===== src/verilog/hrb_pkg.sv =====
// Constants, register map and helpers for the handler-return branch unit.
// Assumes a 32-bit core datapath and a 32-bit Avalon-MM register bus.
package hrb_pkg;

   typedef enum logic [1:0] {
      KIND_BREAK = 2'b00,
      KIND_INTR = 2'b01,
      KIND_EXC = 2'b10
   } ret_kind_e;

   typedef enum logic [1:0] {
      ST_IDLE = 2'b00,
      ST_SLOT = 2'b01
   } ret_state_e;

   // Byte offsets of the register map
   localparam logic [4:0] OFS_MACH_STAT = 5'h00;
   localparam logic [4:0] OFS_EXC_STAT = 5'h04;
   localparam logic [4:0] OFS_CFG = 5'h08;
   localparam logic [4:0] OFS_IRQ_STAT = 5'h0C;
   localparam logic [4:0] OFS_IRQ_EN = 5'h10;
   localparam logic [4:0] OFS_IRQ_CLR = 5'h14;
   localparam logic [4:0] OFS_TARGET = 5'h18;

   // machine_status_register field positions
   localparam int BIT_INT_EN = 0;
   localparam int BIT_BRK_BUSY = 1;
   localparam int BIT_EXC_EN = 2;
   localparam int BIT_EXC_BUSY = 3;
   localparam int BIT_USER = 4;
   localparam int BIT_USER_SAVED = 5;
   localparam int BIT_VIRT = 6;
   localparam int BIT_VIRT_SAVED = 7;

   // Interrupt status bit positions
   localparam int IRQ_PRIV = 0;
   localparam int IRQ_RET = 1;

   localparam logic [7:0] MACH_STAT_RST = 8'h00;
   localparam logic [31:0] EXC_STAT_RST = 32'h0000_0000;
   localparam logic CFG_MMU_RST = 1'b0;
   localparam logic [1:0] IRQ_EN_RST = 2'h0;
   localparam logic [4:0] CAUSE_PRIV = 5'h07;

   function automatic logic [31:0] sext16(input logic [15:0] imm);
      sext16 = {{16{imm[15]}}, imm};
   endfunction

   function automatic logic [31:0] be_merge(input logic [31:0] old_v,
                                            input logic [31:0] new_v,
                                            input logic [3:0] be);
      be_merge = old_v;
      for (int i = 0; i < 4; i++) begin
         if (be[i]) begin
            be_merge[i*8 +: 8] = new_v[i*8 +: 8];
         end
      end
   endfunction

endpackage


===== src/verilog/hrb_target_calc.sv =====
// Branch target adder and privilege check for the handler-return unit.
// Purely combinational; inputs come from the core's own clock domain.
`timescale 1ns/10ps
module hrb_target_calc
   import hrb_pkg::*;
(
   input wire logic [31:0] i_src_a,
   input wire logic [15:0] i_imm,
   input wire logic i_mmu_on,
   input wire logic i_user_mode,
   output logic [31:0] o_target,
   output logic o_privileged
);

   assign o_target = i_src_a + sext16(i_imm);
   assign o_privileged = i_mmu_on && i_user_mode;

endmodule


===== src/verilog/hrb_unit.sv =====
// Handler-return branch unit: return from break, interrupt and exception.
// Sits in the core pipeline on the core clock; status registers on Avalon-MM.
//
// Design decisions made here: the placing of the registers and the Avalon-MM register port.
`timescale 1ns/10ps

// Function
// - Target is source register plus sign-extended immediate
// - Return-from-break clears break-in-progress flag
// - Delay slot after break return keeps breaks disabled
// - Return-from-interrupt sets interrupt enable flag
// - Delay slot after interrupt return keeps interrupts off
// - Exception return enables exceptions, clears status
// - User mode with MMU option traps, cause 00111
// - Following instruction runs as delay slot unless the return traps
// - Interrupts and hardware breaks held until slot done
module hrb_unit
   import hrb_pkg::*;
(
   input wire logic I_SYS_CLK,
   input wire logic I_RSTN,
   input wire logic I_ISSUE_VALID,
   input wire logic [1:0] I_ISSUE_KIND,
   input wire logic [31:0] I_SRC_A,
   input wire logic [15:0] I_IMM,
   input wire logic I_SLOT_DONE,
   input wire logic [4:0] I_AVS_ADDRESS,
   input wire logic I_AVS_READ,
   input wire logic I_AVS_WRITE,
   input wire logic [31:0] I_AVS_WRITEDATA,
   input wire logic [3:0] I_AVS_BYTEENABLE,
   output logic [31:0] O_AVS_READDATA,
   output logic O_AVS_WAITREQUEST,
   output logic O_READY,
   output logic O_BRANCH_VALID,
   output logic [31:0] O_BRANCH_TARGET,
   output logic O_PRIV_EXC,
   output logic O_DEFER,
   output logic O_INT_ALLOW,
   output logic O_BRK_ALLOW,
   output logic O_EXC_ENABLE,
   output logic O_USER_MODE,
   output logic O_VIRT_MODE,
   output logic O_IRQ
);

   ret_state_e state_reg, state_next;
   ret_kind_e kind_reg, kind_next;
   logic [31:0] target_reg, target_next;
   logic [7:0] mstat_reg, mstat_next;
   logic [31:0] estat_reg, estat_next;
   logic mmu_reg, mmu_next;
   logic [1:0] irq_stat_reg, irq_stat_next;
   logic [1:0] irq_en_reg, irq_en_next;
   logic irq_reg;
   logic waitreq_reg, waitreq_next;
   logic [31:0] rdata_reg, rdata_next;
   logic branch_reg, priv_reg;
   logic int_ok_reg, brk_ok_reg, defer_reg, ready_reg;

   wire logic [31:0] calc_target;
   wire logic privileged;
   wire logic idle = (state_reg == ST_IDLE);
   // Issue refused until ready is shown, also in the first cycle after reset
   wire logic issue = I_ISSUE_VALID && idle && ready_reg;
   wire logic fault = issue && privileged;
   wire logic start = issue && !privileged;
   wire logic finish = (state_reg == ST_SLOT) && I_SLOT_DONE;
   wire logic bus_req = I_AVS_READ || I_AVS_WRITE;
   wire logic wr_fire = I_AVS_WRITE && !waitreq_reg;
   wire logic aligned = (I_AVS_ADDRESS[1:0] == 2'b00);
   wire logic sel_mstat = aligned && (I_AVS_ADDRESS == OFS_MACH_STAT);
   wire logic sel_estat = aligned && (I_AVS_ADDRESS == OFS_EXC_STAT);
   wire logic sel_cfg = aligned && (I_AVS_ADDRESS == OFS_CFG);
   wire logic sel_stat = aligned && (I_AVS_ADDRESS == OFS_IRQ_STAT);
   wire logic sel_en = aligned && (I_AVS_ADDRESS == OFS_IRQ_EN);
   wire logic sel_clr = aligned && (I_AVS_ADDRESS == OFS_IRQ_CLR);
   wire logic sel_tgt = aligned && (I_AVS_ADDRESS == OFS_TARGET);
   wire logic [31:0] wr_mstat = be_merge({24'h000000, mstat_reg}, I_AVS_WRITEDATA,
                                         I_AVS_BYTEENABLE);
   wire logic [31:0] wr_estat = be_merge(estat_reg, I_AVS_WRITEDATA, I_AVS_BYTEENABLE);
   wire logic [1:0] clr_mask = (wr_fire && sel_clr && I_AVS_BYTEENABLE[0]) ?
                               I_AVS_WRITEDATA[1:0] : 2'h0;
   wire logic [1:0] events = {finish, fault};
   wire logic slot_next = (state_next == ST_SLOT);

   hrb_target_calc u_calc (
      .i_src_a(I_SRC_A),
      .i_imm(I_IMM),
      .i_mmu_on(mmu_reg),
      .i_user_mode(mstat_reg[BIT_USER]),
      .o_target(calc_target),
      .o_privileged(privileged)
   );

   // Sequencer: the branch is held back until the slot instruction retires
   always_comb begin
      state_next = state_reg;
      kind_next = kind_reg;
      target_next = target_reg;
      case (state_reg)
         ST_IDLE: begin
            if (start) begin
               state_next = ST_SLOT;
               kind_next = ret_kind_e'(I_ISSUE_KIND);
               target_next = calc_target;
            end
         end
         ST_SLOT: begin
            // Slot is assumed free of imm, branch and break, so one retire ends it
            if (I_SLOT_DONE) begin
               state_next = ST_IDLE;
            end
         end
         default: state_next = ST_IDLE;
      endcase
   end

   // Flags change only once the slot has retired, so the slot runs under old flags
   always_comb begin
      mstat_next = mstat_reg;
      if (wr_fire && sel_mstat) begin
         mstat_next = wr_mstat[7:0];
      end
      if (finish) begin
         case (kind_reg)
            KIND_BREAK: mstat_next[BIT_BRK_BUSY] = 1'b0;
            KIND_INTR: mstat_next[BIT_INT_EN] = 1'b1;
            KIND_EXC: begin
               mstat_next[BIT_EXC_EN] = 1'b1;
               mstat_next[BIT_EXC_BUSY] = 1'b0;
            end
            default: ;
         endcase
         mstat_next[BIT_USER] = mstat_reg[BIT_USER_SAVED];
         mstat_next[BIT_VIRT] = mstat_reg[BIT_VIRT_SAVED];
      end
   end

   always_comb begin
      estat_next = estat_reg;
      if (wr_fire && sel_estat) begin
         estat_next = wr_estat;
      end
      if (fault) begin
         estat_next[4:0] = CAUSE_PRIV;
      end
      if (finish && (kind_reg == KIND_EXC)) begin
         estat_next = EXC_STAT_RST;
      end
   end

   assign mmu_next = (wr_fire && sel_cfg && I_AVS_BYTEENABLE[0]) ?
                     I_AVS_WRITEDATA[0] : mmu_reg;
   assign irq_en_next = (wr_fire && sel_en && I_AVS_BYTEENABLE[0]) ?
                        I_AVS_WRITEDATA[1:0] : irq_en_reg;
   // A new event beats a clear landing in the same cycle
   assign irq_stat_next = (irq_stat_reg & ~clr_mask) | events;

   // One wait state: the answer is registered, keeping readdata off the decode path
   assign waitreq_next = !(bus_req && waitreq_reg);
   assign rdata_next = !(I_AVS_READ && waitreq_reg) ? rdata_reg :
                       sel_mstat ? {24'h000000, mstat_reg} :
                       sel_estat ? estat_reg :
                       sel_cfg ? {31'h00000000, mmu_reg} :
                       sel_stat ? {30'h00000000, irq_stat_reg} :
                       sel_en ? {30'h00000000, irq_en_reg} :
                       sel_tgt ? target_reg : 32'h0000_0000;

   always_ff @(posedge I_SYS_CLK or negedge I_RSTN) begin
      if (!I_RSTN) begin
         state_reg <= ST_IDLE;
         kind_reg <= KIND_BREAK;
         target_reg <= 32'h0000_0000;
         mstat_reg <= MACH_STAT_RST;
         estat_reg <= EXC_STAT_RST;
         mmu_reg <= CFG_MMU_RST;
      end else begin
         state_reg <= state_next;
         kind_reg <= kind_next;
         target_reg <= target_next;
         mstat_reg <= mstat_next;
         estat_reg <= estat_next;
         mmu_reg <= mmu_next;
      end
   end

   always_ff @(posedge I_SYS_CLK or negedge I_RSTN) begin
      if (!I_RSTN) begin
         irq_stat_reg <= 2'h0;
         irq_en_reg <= IRQ_EN_RST;
         irq_reg <= 1'b0;
         waitreq_reg <= 1'b1;
         rdata_reg <= 32'h0000_0000;
      end else begin
         irq_stat_reg <= irq_stat_next;
         irq_en_reg <= irq_en_next;
         irq_reg <= |(irq_stat_next & irq_en_next);
         waitreq_reg <= waitreq_next;
         rdata_reg <= rdata_next;
      end
   end

   always_ff @(posedge I_SYS_CLK or negedge I_RSTN) begin
      if (!I_RSTN) begin
         branch_reg <= 1'b0;
         priv_reg <= 1'b0;
         defer_reg <= 1'b0;
         int_ok_reg <= 1'b0;
         brk_ok_reg <= 1'b0;
         ready_reg <= 1'b0;
      end else begin
         branch_reg <= finish;
         priv_reg <= fault;
         defer_reg <= slot_next;
         // Allow flags drop with the issue edge, so nothing slips in as the slot starts
         int_ok_reg <= mstat_next[BIT_INT_EN] && !slot_next;
         brk_ok_reg <= !mstat_next[BIT_BRK_BUSY] && !slot_next;
         ready_reg <= !slot_next;
      end
   end

   assign O_AVS_READDATA = rdata_reg;
   assign O_AVS_WAITREQUEST = waitreq_reg;
   assign O_READY = ready_reg;
   assign O_BRANCH_VALID = branch_reg;
   assign O_BRANCH_TARGET = target_reg;
   assign O_PRIV_EXC = priv_reg;
   assign O_DEFER = defer_reg;
   assign O_INT_ALLOW = int_ok_reg;
   assign O_BRK_ALLOW = brk_ok_reg;
   assign O_EXC_ENABLE = mstat_reg[BIT_EXC_EN];
   assign O_USER_MODE = mstat_reg[BIT_USER];
   assign O_VIRT_MODE = mstat_reg[BIT_VIRT];
   assign O_IRQ = irq_reg;
endmodule


===== config.mk =====
export PLATFORM = sky130hd
export DESIGN_NAME = hrb_unit
export DESIGN_NICKNAME = d
export VERILOG_FILES = /design/src/verilog/hrb_pkg.sv /design/src/verilog/hrb_target_calc.sv /design/src/verilog/hrb_unit.sv
export SDC_FILE = /design/constraint.sdc
export NUM_CORES = 1
export LEC_CHECK = 0
export ABC_AREA = 0
export BUFFER_PORTS_ARGS = -buffer_cell sky130_fd_sc_hd__buf_2
export CAP_MARGIN = 20
export CORE_AREA = 2 2 147 120
export DETAILED_ROUTE_END_ITERATION = 16
export DIE_AREA = 0 0 149 122
export HOLD_SLACK_MARGIN = 0.05
export SYNTH_ARGS = -nofsm -noshare
export SYNTH_HDL_FRONTEND = slang
export SYNTH_SLANG_ARGS = --single-unit
export TNS_END_PERCENT = 50

===== constraint.sdc =====
create_clock -name I_SYS_CLK -period 2 [get_ports I_SYS_CLK]
set_input_delay 0.2 -clock I_SYS_CLK [delete_from_list [all_inputs] [get_ports I_SYS_CLK]]
set_output_delay 0.2 -clock I_SYS_CLK [all_outputs]
set_load 0.01 [all_outputs]

==> reports/metrics.cfg <==
[clock_network]
tritoncts = built
clockBufferDepth = 2
clk_latency_ns = 0.42
cts_sinks = 121
cts.clk_slew.worst_paths_ns = 0.06
cts_htree_levels = 4
cts_buffers = 17
clockRootBuffer = clkbuf_16

[final_layout]
nets = 1109
synthToLayoutAreaGrowth_pct = 43.8
stdcell_count = 1219
drive_above_1_share_pct = 34.2
fillers = 1539

[run]
max-cap-violations = 0

[synth]
synthCells = 694
synth.distinct_cells = 65
ys_warn_count = 0
synth.most_common_cell = dfrtp_1
synthTopCellsByCount = dfrtp_1, nand2_1, o21ai_0
ys_seq_elements = 121
synth_nets = 823
ys_seq_area_share_pct = 45.9
netlist_area_mm2 = 0.00660
synthTopCellsByArea = dfrtp_1, nand2_1, o21ai_0
synthArstFlopShare_pct = 100
avgSynthCellArea_um2 = 9.50
synth_edf_count = 0
synth_top_area_share_pct = 45.5
yosysTopAreaCell = dfrtp_1
synth_flop_cell = dfrtp_1

[drt]
drtIter0Drc = 402
postRouteAntennaNets = 0
num_vias = 6307
drc = 0
drt-met1-wl_mm = 10.1
wl_mm = 20.2
wl_met2_mm = 9.03
maxUsedRoutingLayer = met4
viasPerCell = 5.17
wl_met3_um = 913
dr.pass1.iters = 6
detail_route.wl_per_cell_um = 16.6

[timing]
period_share_pct = 98.1
grt_setup_unrepaired = true
setup_violations = 0
fmax_ghz = 0.510
hold_viol = 0
fin_ws_ns = 0.0375
slew_viol_final = 0
finClkSkew_ns = 0.00895
fin_hold_ws_ns = 0.0713
worst_pin_slew_ns = 0.842
fin_crit_ns = 1.96
relSlewSlack_pct = 43.6

[die]
start_util_pct = 39.0
core_mm2 = 0.0169
die_area_mm2 = 0.0182
die_y_um = 122
die_w_um = 149
ios = 172
rows = 43

[power]
p_leak_nw = 4.65
vdd_drop_max_uv = 531
power_per_cell_area_mw_per_mm2 = 891

[global_route]
grt_max_degree = 65
first_global_vias = 6096
grtUsageTotal_pct = 22.6
antenna_found_initial = 0
grt_pass1_wl_mm = 32.0
grt_overflow = 0

[placed_design]
pre_cts_ws_ns = -0.472
place_hpwl_mm = 15.3
dp.cells = 1153
place_congestion = 0.883
portBuffers = 171

[worst_setup_path]
path_cells = buf_6 -> ha_4 -> fa_2 -> a21o_1 -> a221oi_4 -> o211ai_1 -> buf_4 -> nand3_4 -> a31oi_2 -> o31a_1 -> o31ai_1
worstSetupStartpointType = input port
cp_max_fo = 3
path_class = input port to flop
slowest_delay_ns = 0.34
endpoint_kind = flop
slowest_stage = fa_2
arrival_ns = 2.28
crit_family = compound AO/OA/AOI/OAI gates
cp_num_buf_inv = 2
critPathRequiredTime_ns = 2.32

[hold_path]
hold_path.class = input port to flop

[status]
outcome = completed

==> worst paths after layout <==
| path | to | slack (ns) | from | depth (start not counted) |
|---|---|---|---|---|
| min in group asynchronous | O_AVS_READDATA[29]$_DFFE_PN0P_ | 0.30 | I_RSTN | 2 |
| hold / removal | mstat_reg[3]$_DFF_PN0_ | 0.07 | I_AVS_WRITEDATA[3] | 3 |
| setup / recovery | O_BRANCH_TARGET[26]$_DFFE_PN0P_ | 0.04 | I_IMM[0] | 11 |
| max in group asynchronous | O_AVS_READDATA[20]$_DFFE_PN0P_ | 1.12 | I_RSTN | 3 |
| setup reg to reg | estat_reg[19]$_DFFE_PN0P_ | 0.13 | state_reg[1]$_DFF_PN0_ | 6 |
| hold reg to reg | O_AVS_READDATA[10]$_DFFE_PN0P_ | 0.47 | O_AVS_READDATA[10]$_DFFE_PN0P_ | 2 |
==> layout by cell type (no fill, tap or decap), drive strengths merged, types with 19 or more instances in the layout <==
master,count
ha,31
dlygate4sd3,31
a22oi,24
o21ai,80
nor2,27
buf,273
nand2,107
clkbuf,19
a22o,31
dfrtp,120
a21oi,51
==> timing repair <==
action	4_1_cts	5_1_grt
buffers inserted	0	2
resized for setup	0	17
pin swaps	2	13
endpoints found under the setup margin	3	25
hold endpoints to repair	63	0
hold buffers	31	0
==> per-stage QoR <==
| step | util (%) | area, um2 | power [mW] | setup TNS, ns |
|---|---|---|---|---|
| floorplan | - | 6610 | 3.99 | -0.528 |
| global placement | 49.8 | 8420 | 4.96 | -5.55 |
| finish | 56.1 | 9490 | 8.45 | 0 |
| detailed placement | 49.8 | 8420 | 4.98 | -5.97 |
| CTS | 55.5 | 9380 | 8.47 | 0 |
| global route | 56.1 | 9480 | 8.88 | -0.231 |
==> where the power goes <==
part / switching (mW) / internal [mW] / total (mW)
clock network: 1.16 / 2.26 / 3.42
logic: 1.01 / 0.894 / 1.91
registers: 0.320 / 2.80 / 3.12
total: 2.50 / 5.95 / 8.45
==> cell families (layout without fill, tap and decap cells) <==
logic type                 count (synthesis)  in the layout  share of synthesized area, %
xor gates and xnor gates                  24             24                          3.19
AOI/OAI and AO/OA                        251            251                          24.8
and+or+nand+nor                          202            202                          14.3
buffers and inverters                     46            345                          2.81
DFF                                      121            121                          45.9
muxes                                     17             17                          2.68
other                                      1              2                        0.0569
adders and majority gates                 32             32                          6.18
==> tightest hold or removal path, delay by kind of cell <==
family                 cells  cell delay [ns]
buffers and inverters      1             0.12
and+or+nand+nor            1             0.07
AOI/OAI and AO/OA          1             0.05
==> layer usage <==
layer  track usage (%)  vias up
li1                  -     3123
met4              6.07        0
met3              3.75       14
met5                 0        -
met2              34.1      173
met1              33.6     2997
==> layout make-up <==
type / instances / area [um2] / share of cell area (%)
multi-input cells: 527 / 3470 / 36.6
flip-flops and latches: 121 / 3030 / 31.9
repair buffers: 304 / 2010 / 21.2
clock buffers: 19 / 443 / 4.67
well taps: 225 / 282 / 2.97
clock inverters: 13 / 214 / 2.26
inverters: 9 / 33.8 / 0.356
diodes: 1 / 2.50 / 0.0264
Note: power is estimated with default switching activity, not from simulation.
